### src/core/bsp_map.vh
// Summary of operation
// mode select is sampled on each test clock rise and steps the controller.
// mode select, data in and test reset read high when nothing drives them.
// serial data in is captured on the test clock rising edge.
// serial bits go to instruction or selected data register per controller state.
// serial data out changes on the test clock falling edge while shifting.
// serial data out is high impedance whenever no shift is in progress.
// test reset returns controller, instruction register and scan logic to reset; the boundary chain is reset by rstn_i only.
// test logic runs apart from functional clocks, core keeps working meanwhile. Here all test logic is clocked by mclk_i, which samples the test clock.
// four-bit instruction register with the public boundary-scan instructions.
// instructions shift in only in the shift-instruction state.
// current instruction picks the active data register and serial path.
// exactly three data registers: boundary, bypass and identification.
// bypass register is a single flip-flop between data in and data out.
// boundary cells form one serial chain around the core at the pins.
// identification word: version top, part number, maker code, lsb one.
// mandatory boundary-scan behaviour, steered by the external controller.
// standard sixteen-state controller, five high mode samples reach reset.
// after reset the identification instruction is selected.
`ifndef BSP_MAP_VH
`define BSP_MAP_VH

// ---------------------------------------------------------------------
// instruction register
// ---------------------------------------------------------------------
`define BSP_IR_W        4
`define BSP_OP_EXTEST   4'h0
`define BSP_OP_SAMPLE   4'h1
`define BSP_OP_IDCODE   4'h2
`define BSP_OP_BYPASS   4'hf
`define BSP_IR_CAPTURE  4'h1
`define BSP_IR_RESET    `BSP_OP_IDCODE

// ---------------------------------------------------------------------
// identification word layout
// ---------------------------------------------------------------------
`define BSP_ID_W        32
`define BSP_ID_VER_MSB  31
`define BSP_ID_VER_LSB  28
`define BSP_ID_PART_MSB 27
`define BSP_ID_PART_LSB 12
`define BSP_ID_MFR_MSB  11
`define BSP_ID_MFR_LSB  1
`define BSP_ID_FIXED    1'b1
// arbitrary neutral identity values
`define BSP_ID_VER_DEF  4'h1
`define BSP_ID_PART_DEF 16'h1234
`define BSP_ID_MFR_DEF  11'h055

// ---------------------------------------------------------------------
// boundary chain
// ---------------------------------------------------------------------
`define BSP_BND_N       8

`endif

### src/core/bsp_bnd_chain.v
`default_nettype none
`include "bsp_map.vh"

// ---------------------------------------------------------------------
// boundary chain: one capture/shift stage and one update stage per pin
// ---------------------------------------------------------------------
module bsp_bnd_chain #(
   parameter N = `BSP_BND_N
) (
   input  wire         mclk_i,
   input  wire         rstn_i,
   input  wire         capture_i,
   input  wire         shift_i,
   input  wire         update_i,
   input  wire         tdi_i,
   input  wire [N-1:0] pin_i,
   output wire         scan_o,
   output wire [N-1:0] upd_o
);

   reg  [N-1:0] sh_q;
   reg  [N-1:0] upd_q;
   wire [N:0]   link;

   assign link[N] = tdi_i;
   assign scan_o  = link[0];
   assign upd_o   = upd_q;

   genvar g;
   generate
      for (g = 0; g < N; g = g + 1) begin : g_cell
         assign link[g] = sh_q[g];
         // capture pin level, else shift toward the lsb end of the chain
         always @(posedge mclk_i or negedge rstn_i) begin
            if (!rstn_i) begin
               sh_q[g]  <= 1'b0;
               upd_q[g] <= 1'b0;
            end else begin
               if (capture_i) begin
                  sh_q[g] <= pin_i[g];
               end else if (shift_i) begin
                  sh_q[g] <= link[g+1];
               end
               if (update_i) begin
                  upd_q[g] <= sh_q[g];
               end
            end
         end
      end
   endgenerate

endmodule

`default_nettype wire

### src/core/bsp_tap.v
`default_nettype none
`include "bsp_map.vh"

// ---------------------------------------------------------------------
// boundary-scan test port, oversampling the test clock on mclk_i
// ---------------------------------------------------------------------
module bsp_tap #(
   parameter                      BND_N    = `BSP_BND_N,
   parameter [3:0]                ID_VER   = `BSP_ID_VER_DEF,
   parameter [15:0]               ID_PART  = `BSP_ID_PART_DEF,
   parameter [10:0]               ID_MFR   = `BSP_ID_MFR_DEF
) (
   input  wire             mclk_i,
   input  wire             rstn_i,
   input  wire             tck_i,
   input  wire             tms_i,
   input  wire             tms_float_i,
   input  wire             tdi_i,
   input  wire             tdi_float_i,
   input  wire             trstn_i,
   input  wire             trstn_float_i,
   input  wire [BND_N-1:0] core_out_i,
   input  wire [BND_N-1:0] pin_in_i,
   output reg              tdo_o,
   output reg              tdo_oe_n_o,
   output reg  [BND_N-1:0] pin_out_o
);

   // ------------------------------------------------------------------
   // controller states, one-hot
   // ------------------------------------------------------------------
   localparam [15:0] S_TLR  = 16'h0001;
   localparam [15:0] S_RTI  = 16'h0002;
   localparam [15:0] S_SDR  = 16'h0004;
   localparam [15:0] S_CDR  = 16'h0008;
   localparam [15:0] S_SHDR = 16'h0010;
   localparam [15:0] S_E1DR = 16'h0020;
   localparam [15:0] S_PDR  = 16'h0040;
   localparam [15:0] S_E2DR = 16'h0080;
   localparam [15:0] S_UDR  = 16'h0100;
   localparam [15:0] S_SIR  = 16'h0200;
   localparam [15:0] S_CIR  = 16'h0400;
   localparam [15:0] S_SHIR = 16'h0800;
   localparam [15:0] S_E1IR = 16'h1000;
   localparam [15:0] S_PIR  = 16'h2000;
   localparam [15:0] S_E2IR = 16'h4000;
   localparam [15:0] S_UIR  = 16'h8000;

   localparam [`BSP_ID_W-1:0] ID_WORD = {ID_VER, ID_PART, ID_MFR, `BSP_ID_FIXED};

   // ------------------------------------------------------------------
   // pad pull-ups and pin synchronisers
   // ------------------------------------------------------------------
   // a floating pad reads as high, as the internal pull-up would make it
   wire tms_pad   = tms_float_i   ? 1'b1 : tms_i;
   wire tdi_pad   = tdi_float_i   ? 1'b1 : tdi_i;
   wire trstn_pad = trstn_float_i ? 1'b1 : trstn_i;

   reg  tck_s1_q;
   reg  tck_s2_q;
   reg  tck_s3_q;
   reg  tms_s1_q;
   reg  tms_s2_q;
   reg  tdi_s1_q;
   reg  tdi_s2_q;
   reg  trst_s1_q;
   reg  trst_s2_q;

   // all four pins pass the same two stages, so they stay aligned
   always @(posedge mclk_i or negedge rstn_i) begin
      if (!rstn_i) begin
         tck_s1_q  <= 1'b0;
         tck_s2_q  <= 1'b0;
         tck_s3_q  <= 1'b0;
         tms_s1_q  <= 1'b1;
         tms_s2_q  <= 1'b1;
         tdi_s1_q  <= 1'b1;
         tdi_s2_q  <= 1'b1;
         trst_s1_q <= 1'b0;
         trst_s2_q <= 1'b0;
      end else begin
         tck_s1_q  <= tck_i;
         tck_s2_q  <= tck_s1_q;
         tck_s3_q  <= tck_s2_q;
         tms_s1_q  <= tms_pad;
         tms_s2_q  <= tms_s1_q;
         tdi_s1_q  <= tdi_pad;
         tdi_s2_q  <= tdi_s1_q;
         trst_s1_q <= trstn_pad;
         trst_s2_q <= trst_s1_q;
      end
   end

   // boundary capture reads pin levels only after two stages as well,
   // since the pads change with no relation to mclk_i
   reg  [BND_N-1:0] pin_s1_q;
   reg  [BND_N-1:0] pin_s2_q;

   always @(posedge mclk_i or negedge rstn_i) begin
      if (!rstn_i) begin
         pin_s1_q <= {BND_N{1'b0}};
         pin_s2_q <= {BND_N{1'b0}};
      end else begin
         pin_s1_q <= pin_in_i;
         pin_s2_q <= pin_s1_q;
      end
   end

   // test clock edges seen after the second stage only; the test clock
   // must stay below a quarter of mclk_i or edges get merged
   wire tck_rise = tck_s2_q & ~tck_s3_q;
   wire tck_fall = ~tck_s2_q & tck_s3_q;
   wire trst_act = ~trst_s2_q;

   // ------------------------------------------------------------------
   // controller next state
   // ------------------------------------------------------------------
   reg [15:0] state_q;
   reg [15:0] state_d;

   always @* begin
      state_d = S_TLR;
      case (state_q)
         S_TLR:   state_d = tms_s2_q ? S_TLR  : S_RTI;
         S_RTI:   state_d = tms_s2_q ? S_SDR  : S_RTI;
         S_SDR:   state_d = tms_s2_q ? S_SIR  : S_CDR;
         S_CDR:   state_d = tms_s2_q ? S_E1DR : S_SHDR;
         S_SHDR:  state_d = tms_s2_q ? S_E1DR : S_SHDR;
         S_E1DR:  state_d = tms_s2_q ? S_UDR  : S_PDR;
         S_PDR:   state_d = tms_s2_q ? S_E2DR : S_PDR;
         S_E2DR:  state_d = tms_s2_q ? S_UDR  : S_SHDR;
         S_UDR:   state_d = tms_s2_q ? S_SDR  : S_RTI;
         S_SIR:   state_d = tms_s2_q ? S_TLR  : S_CIR;
         S_CIR:   state_d = tms_s2_q ? S_E1IR : S_SHIR;
         S_SHIR:  state_d = tms_s2_q ? S_E1IR : S_SHIR;
         S_E1IR:  state_d = tms_s2_q ? S_UIR  : S_PIR;
         S_PIR:   state_d = tms_s2_q ? S_E2IR : S_PIR;
         S_E2IR:  state_d = tms_s2_q ? S_UIR  : S_SHIR;
         S_UIR:   state_d = tms_s2_q ? S_SDR  : S_RTI;
         default: state_d = S_TLR; // illegal codes fall back to reset
      endcase
   end

   // mode select taken only on a test clock rise
   always @(posedge mclk_i or negedge rstn_i) begin
      if (!rstn_i) begin
         state_q <= S_TLR;
      end else if (trst_act) begin
         state_q <= S_TLR;
      end else if (tck_rise) begin
         state_q <= state_d;
      end
   end

   // ------------------------------------------------------------------
   // instruction register
   // ------------------------------------------------------------------
   reg [`BSP_IR_W-1:0] ir_sh_q;
   reg [`BSP_IR_W-1:0] ir_q;

   always @(posedge mclk_i or negedge rstn_i) begin
      if (!rstn_i) begin
         ir_sh_q <= `BSP_IR_CAPTURE;
         ir_q    <= `BSP_IR_RESET;
      end else if (trst_act || state_q == S_TLR) begin
         ir_sh_q <= `BSP_IR_CAPTURE;
         ir_q    <= `BSP_IR_RESET;
      end else begin
         if (tck_rise && state_q == S_CIR) begin
            ir_sh_q <= `BSP_IR_CAPTURE;
         end else if (tck_rise && state_q == S_SHIR) begin
            ir_sh_q <= {tdi_s2_q, ir_sh_q[`BSP_IR_W-1:1]};
         end
         // new instruction only takes effect on the falling edge in update
         if (tck_fall && state_q == S_UIR) begin
            ir_q <= ir_sh_q;
         end
      end
   end

   // ------------------------------------------------------------------
   // instruction decode
   // ------------------------------------------------------------------
   reg sel_bnd;
   reg sel_id;
   reg sel_byp;
   reg extest;

   // unknown codes fall to bypass so that a chain never breaks
   always @* begin
      sel_bnd = 1'b0;
      sel_id  = 1'b0;
      sel_byp = 1'b0;
      extest  = 1'b0;
      case (ir_q)
         `BSP_OP_EXTEST: begin
            sel_bnd = 1'b1;
            extest  = 1'b1;
         end
         `BSP_OP_SAMPLE: begin
            sel_bnd = 1'b1;
         end
         `BSP_OP_IDCODE: begin
            sel_id = 1'b1;
         end
         default: begin
            sel_byp = 1'b1;
         end
      endcase
   end

   wire dr_capture = tck_rise && state_q == S_CDR;
   wire dr_shift   = tck_rise && state_q == S_SHDR;
   wire dr_update  = tck_fall && state_q == S_UDR;

   // ------------------------------------------------------------------
   // bypass and identification registers
   // ------------------------------------------------------------------
   reg                 byp_q;
   reg [`BSP_ID_W-1:0] id_sh_q;

   always @(posedge mclk_i or negedge rstn_i) begin
      if (!rstn_i) begin
         byp_q   <= 1'b0;
         id_sh_q <= ID_WORD;
      end else if (trst_act) begin
         byp_q   <= 1'b0;
         id_sh_q <= ID_WORD;
      end else begin
         if (sel_byp && dr_capture) begin
            byp_q <= 1'b0;
         end else if (sel_byp && dr_shift) begin
            byp_q <= tdi_s2_q;
         end
         if (sel_id && dr_capture) begin
            id_sh_q <= ID_WORD;
         end else if (sel_id && dr_shift) begin
            id_sh_q <= {tdi_s2_q, id_sh_q[`BSP_ID_W-1:1]};
         end
      end
   end

   // ------------------------------------------------------------------
   // boundary chain
   // ------------------------------------------------------------------
   wire             bnd_so;
   wire [BND_N-1:0] bnd_upd;

   bsp_bnd_chain #(
      .N         (BND_N)
   ) u_bnd (
      .mclk_i    (mclk_i),
      .rstn_i    (rstn_i),
      .capture_i (sel_bnd & dr_capture),
      .shift_i   (sel_bnd & dr_shift),
      .update_i  (sel_bnd & dr_update),
      .tdi_i     (tdi_s2_q),
      .pin_i     (pin_s2_q),
      .scan_o    (bnd_so),
      .upd_o     (bnd_upd)
   );

   // ------------------------------------------------------------------
   // serial output and pin drive
   // ------------------------------------------------------------------
   reg dr_so;

   always @* begin
      dr_so = byp_q;
      if (sel_bnd) begin
         dr_so = bnd_so;
      end else if (sel_id) begin
         dr_so = id_sh_q[0];
      end
   end

   // state after the rise decides; output moves only on the fall or on test reset
   always @(posedge mclk_i or negedge rstn_i) begin
      if (!rstn_i) begin
         tdo_o      <= 1'b0;
         tdo_oe_n_o <= 1'b1;
      end else if (trst_act) begin
         tdo_o      <= 1'b0;
         tdo_oe_n_o <= 1'b1;
      end else if (tck_fall) begin
         if (state_q == S_SHIR) begin
            tdo_o      <= ir_sh_q[0];
            tdo_oe_n_o <= 1'b0;
         end else if (state_q == S_SHDR) begin
            tdo_o      <= dr_so;
            tdo_oe_n_o <= 1'b0;
         end else begin
            tdo_oe_n_o <= 1'b1;
         end
      end
   end

   // core keeps its pins unless external test takes them over
   always @(posedge mclk_i or negedge rstn_i) begin
      if (!rstn_i) begin
         pin_out_o <= {BND_N{1'b0}};
      end else begin
         pin_out_o <= extest ? bnd_upd : core_out_i;
      end
   end

endmodule

`default_nettype wire

### config.mk
export PLATFORM = sky130hd
export DESIGN_NAME = bsp_tap
export DESIGN_NICKNAME = d
export VERILOG_FILES = /design/src/core/bsp_bnd_chain.v /design/src/core/bsp_tap.v
export VERILOG_INCLUDE_DIRS = /design/src /design/src/core
export SDC_FILE = /design/constraint.sdc
export NUM_CORES = 1
export LEC_CHECK = 0
export ABC_AREA = 1
export ABC_CLOCK_PERIOD_IN_PS = 2600
export BUFFER_PORTS_ARGS = -buffer_cell sky130_fd_sc_hd__buf_2
export CAP_MARGIN = 25
export CORE_MARGIN = 3
export CORE_UTILIZATION = 60
export DETAILED_ROUTE_END_ITERATION = 6
export GPL_TIMING_DRIVEN = 1
export PLACE_DENSITY = 0.88
export SLEW_MARGIN = 20
export SYNTH_ARGS = -nofsm -noshare
export SYNTH_HDL_FRONTEND = slang
export SYNTH_HIERARCHICAL = 1
export SYNTH_SLANG_ARGS = --single-unit
### constraint.sdc
create_clock -name mclk_i -period 2.6 [get_ports mclk_i]
set_clock_uncertainty 0.2 [all_clocks]
set_input_delay 0.39 -clock mclk_i [delete_from_list [all_inputs] [get_ports mclk_i]]
set_output_delay 0.39 -clock mclk_i [all_outputs]
set_load 0.005 [all_outputs]
* Word level (Yosys, flattened, before mapping)
Index checks and enable logic that the tools add are counted.
** Storage, ports and cells
- Bits in registers :: 108
- Input bits :: 25
- Output and inout port bits :: 10
- Logic and storage cells :: 147
** Operators by class
- Equal/unequal tests :: 23
- Mux-type cells :: 60
- Bitwise logic cells :: 8
- Reduce and logical (&&, ||, !) cells :: 21
** Operators with widths (number)
- $pmux W16 S12 :: 1
- $mux W32 :: 3
- $mux W16 :: 4
- $mux W1 :: 36
- $mux W4 :: 5
- $mux W9 :: 2
- $eq A16 B1 Y1 const B :: 1
- $eq A16 B10 Y1 const B :: 1
- $eq A16 B11 Y1 const B :: 1
- $eq A16 B12 Y1 const B :: 1
- $eq A16 B13 Y1 const B :: 1
- $eq A16 B14 Y1 const B :: 1
- $eq A16 B15 Y1 const B :: 1
- $eq A16 B16 Y1 const B :: 1
- $eq A16 B2 Y1 const B :: 1
- $eq A16 B3 Y1 const B :: 1
- $eq A16 B4 Y1 const B :: 1
- $eq A16 B5 Y1 const B :: 1
- $eq A16 B6 Y1 const B :: 1
- $eq A16 B7 Y1 const B :: 1
- $eq A16 B8 Y1 const B :: 1
- $eq A16 B9 Y1 const B :: 1
- $mux W8 :: 2
- $mux W15 :: 1
- other kinds (20) :: 42

* Logic depth before layout (Yosys ltp)
- Depth in word-level cells :: 8
- Mapped depth :: 11

* Cells and area by module
Netlist, hierarchy kept.
** Modules (own cells, without submodules)
- bsp_tap :: times used 1, cells each 417, area an instance 4046.4 µm², seq. area each 2326.0 µm²
- bsp_bnd_chain :: times used 1, cells each 77, area an instance 705.7 µm², seq. area each 400.4 µm²

* Least setup slack after synthesis
No wires, ideal clock.
- Path kind :: reg2reg
- From :: reg state_q[5]
- To :: reg u_bnd.upd_q[1] (netlist: u_bnd/upd_o[1])
- Setup time :: 0.083 ns
- Arrival time :: 1.646 ns
- Setup slack :: 0.671 ns
- Cell stages (with the launch flop) :: 9
- Path buffers :: 1
- Period minus slack after synthesis :: 1.929 ns
- Cell sequence :: dfrtp_1 -> nor2_2 -> nand2_2 -> nor2_4 -> nand3_1 -> nor3_1 -> buf_6 -> nand2_1 -> o21ai_0
** On the way
- Cells in the longest elaborated chain, start to end :: 3
** Ends and longest elaborated chain
- from (decl) :: line bsp_tap.v:118 : reg [15:0] state_q;
- from (signal assigned) :: line bsp_tap.v:151 : state_q <= state_d;
- $eq A16 B9 Y1 :: line bsp_tap.v:214 : wire dr_update = tck_fall && state_q == S_UDR;
- $logic_and A1 B1 Y1 :: line bsp_tap.v:214
- $and A1 B1 Y1 :: line bsp_tap.v:256 : .update_i (sel_bnd & dr_update),
- to (signal, indexed assignment) :: line bsp_bnd_chain.v:45 : upd_q[g] <= sh_q[g];
- to (decl) :: line bsp_bnd_chain.v:22 : reg [N-1:0] upd_q;
No other way between the ends.
A chain may end at the register's enable or synchronous reset.

* Final worst setup path
- From :: reg state_q[12]
- To :: reg u_bnd.sh_q[3] (netlist: u_bnd/link[3])
** On the way
- Cells in the longest elaborated chain, start to end :: 4
- Elaborated cells on any way between the ends :: 8
- Those cells by class :: eq/ne: 2; mux: 1; bitwise: 2; reduce/logical: 3
** Ends and longest elaborated chain
- $eq A16 B4 Y1 or $eq A16 B5 Y1 (tied branches) :: line bsp_tap.v:212, bsp_tap.v:213
- $logic_and A1 B1 Y1 (on tied branches) :: line bsp_tap.v:212, bsp_tap.v:213
- $and A1 B1 Y1 (on tied branches) :: line bsp_tap.v:254, bsp_tap.v:255
- $mux W1 or $reduce_bool A2 Y1 (tied branches)
- to (signal, indexed assignment) :: line bsp_bnd_chain.v:40 : sh_q[g] <= pin_i[g];
- to (signal, indexed assignment) :: line bsp_bnd_chain.v:42 : sh_q[g] <= link[g+1];
- to (decl) :: line bsp_bnd_chain.v:21 : reg [N-1:0] sh_q;
Parallel ways exist; a longest one is shown, timed or not.

==> impl_results.md <==
- Outcome: finished clean
- Layout area overhead: 12.6%
- Vias in the first global route: approximately 3,400
- Initial antenna violation count: 0
- Grt ovf: 0
- Worst-path cell chain: nor2_2 > nand2_1 > nor2_4 > nand3_1 > nor3_1 > buf_4 > inv_2 > nand3_1 > nand3_1
- Period minus WS final: between 2 and 2.5 ns
- DIE HEIGHT: 95.0 µm
- Clk sink count: roughly 110
- Relative slew slack: 57.6%
- Core Region: ~7400 µm²
- Via density per instance: 5.46
- Non-filler cells, final: between 600 and 700
- Fmax: between 0.4 and 0.5 GHz
- Synthesized Nets: ~520
- Tot GR Track Use: 22.2%
- Crit Path Max Fanout: 12
- Leak: around 2.6 nW
- Slew @ Worst Pin: 0.636 ns
- Final Hold Viols: 0
- EDFF count, synth: 0
- CTS tree: yes
- Fin crit share: around 84%
- H-tree depth: 3
- Syn Std Cell Area: approximately 4800 µm²
- # resized after CTS: 0
- IO Port Bufs: 34
- Synth async-reset ratio: 100%
- Die area: between 9000 and 10,000 µm²
- Routed Wire Length: about 9200 µm
- Critical path type: flip-flop to flip-flop
- Placement row count: 31
- Number of diodes: 0
- CP Data Arrival Time: around 2.2 ns
- Cell Pwr Density: approximately 600 nW/µm²
- CP endpoint kind: flip-flop
- Reg clk slew, reported paths: ~0.10 ns
- Max-Cap Viols: 0
- Ys flop type: dfrtp_1
- Yosys Warn Count: 6
- Routed via count: ~3,600
- Clock buffer count from CTS: 9
- # IOs: 35
- FF+latch count, synth: 108
- Synth cell types: 31
- Detail Placement HPWL: 6500 µm
- CP startpoint kind: flip-flop
- CP max-delay cell: dfrtp_1
- Wire per inst: roughly 14 µm
- Most used cell, CP: nand3_1
- Worst vdd ir: roughly 0.31 mV
- Final setup vio count: 0
- Worst Path Required: approximately 2.7 ns
- Pins Over Slew Limit: 0
- HP Class: primary input to flip-flop
- Initial Utilization: 63.8%
- Routability Congestion: ~0.9
- Pwr Total: about 3.2 mW
- Unrepaired setup endpoints after global routing: no
- Internal reg-to-reg setup slack: 0.43 ns
- Largest net degree at the start of global routing: around 50
- Slowest stage delay, CP: between 0.4 and 0.5 ns
- Root Driver: clkbuf_8
- Placed instance count: 620
- Nets@finish: 571
- Initial DRC Count: 324
- TritonRoute pass-1 iters: 5
- Post-DRT Antenna Nets: 0
- Sequential share of the synthesized area: a little under three fifths
- Die W: between 90 and 100 µm
- Worst skew pair latency: ~0.37 ns
- Cells after synthesis: a little under 500
- Total negative slack: 0 ns
- Layout cells sized above 1: approximately a quarter
- DRC Markers: 0
- First-pass GRT wire length: around 16,000 µm
- Synth Area per Inst: about 9.6 µm²
- Max clock buf depth: 2
==> cells in the mapped netlist (2+ instances only) <==
library cell,instances,area share (%)
nor2_2,16,2.1
a21oi_1,21,2.2
o22ai_1,8,1.1
o21ai_1,4,0.42
nand4_1,2,0.26
or2_2,3,0.39
nor3_1,20,2.1
mux2_2,8,1.9
inv_1,53,4.2
nand2_4,2,0.47
nand3_1,43,4.5
nand2_1,85,6.7
nor2_1,39,3.1
dfstp_2,19,11
clkbuf_1,2,0.16
nand2_2,9,1.2
nor2_8,2,0.84
dfrtp_1,89,47
o211ai_1,10,1.6
o21ai_0,21,2.2
buf_6,8,1.9
inv_2,2,0.16
o21ai_2,11,2.0
buf_2,5,0.53
o31ai_2,2,0.53
nor2_4,5,1.2
==> path summary, 6_finish.rpt <==
path	start	to	cells past startpoint
max reg2reg	state_q[12]	u_bnd/link[3]	9
min in group asynchronous	rstn_i	ir_sh_q[3]	2
min reg2reg	pin_s1_q[6]	pin_s2_q[6]	0
max	state_q[12]	u_bnd/link[3]	9
min	tdi_float_i	tdi_s1_q	2
max in group asynchronous	rstn_i	state_q[0]	3
==> sequential cells by signal (all words and copies together), names as in the netlist, 4 cells and up <==
| signal | count |
|---|---|
| id_sh_q | 32 |
| state_q | 16 |
| pin_out_o | 8 |
| pin_s1_q | 8 |
| pin_s2_q | 8 |
| u_bnd/upd_o | 8 |
| u_bnd/link | 7 |
| ir_q | 4 |
| ir_sh_q | 4 |
==> per-stage QoR <==
stage / utilization (%) / instance area [µm²] / hold WS [ns] / setup WS (ns)
6_report: 71.9 / 5350 / 0.0474 / 0.429
5_1_grt: 71.9 / 5350 / 0.0161 / 0.232
4_1_cts: 71.9 / 5350 / 0.0301 / 0.439
3_5_place_dp: 67.2 / 5000 / 0.135 / 0.447
3_3_place_gp: 67.2 / 5000 / 0.132 / 0.562
2_1_floorplan: - / 4750 / -0.106 / 0.671
==> metal layers <==
metal / part of all wire, % / track usage, % / up-vias
li1: - / - / 1723
met1: 43 / 30.1 / 1706
met2: 50 / 36.3 / 107
met3: 5.5 / 5.18 / 16
met4: 1.5 / 5.89 / 0
met5: 0 / 0 / -
==> critical path, delay by kind of cell (launching register included) <==
kind / cells / cell delay [ns]
and+or+nand+nor: 7 / 1.13
buffers and inverters: 2 / 0.33
DFF: 1 / 0.42
==> where the power goes <==
group,switching (mW),internal (mW),total (mW)
registers,0.0276,1.75,1.78
clock network,0.580,0.462,1.04
logic,0.236,0.137,0.373
total,0.844,2.35,3.20
==> area by class of cell <==
class	instances	area [µm²]
inverter	55	206
timing repair buffer	57	393
tap	99	124
multi-input combinational	315	1690
clock inverter	7	85.1
fill	547	2100
sequential	108	2730
clock buffer	9	124
==> cells in the final DEF (no fill, tap or decap), types with 2 or more instances in the layout <==
cell type	instances
inv_1	53
inv_8	2
dfstp_2	19
nand2_2	9
buf_4	9
mux2_2	8
o21ai_0	21
nor2_8	2
o31ai_2	2
nand4_1	2
clkbuf_8	9
buf_2	33
nor3_1	20
or2_2	3
nor2_2	16
o21ai_2	11
o211ai_1	10
clkinv_4	2
nand2_4	2
dfrtp_1	89
o22ai_1	8
clkinvlp_4	2
nand3_1	43
nand2_1	85
o21ai_1	4
nor2_1	39
nor2_4	5
a21oi_1	21
dlygate4sd3_1	14
inv_2	2
==> repair_timing <==
item,CTS,global route
setup buffers,0,0
hold buffers,14,0
hold endpoints to repair,49,0
==> kinds of logic (layout without fill, tap and decap cells) <==
logic type	count (synthesis)	after routing	synth area share, %
AOI/OAI and AO/OA	79	79	10.6
buffers and inverters	71	128	7.00
DFF	108	108	57.4
muxes	8	8	1.90
and+or+nand+nor	228	228	23.2
Note: power is estimated with default switching activity, not from simulation.
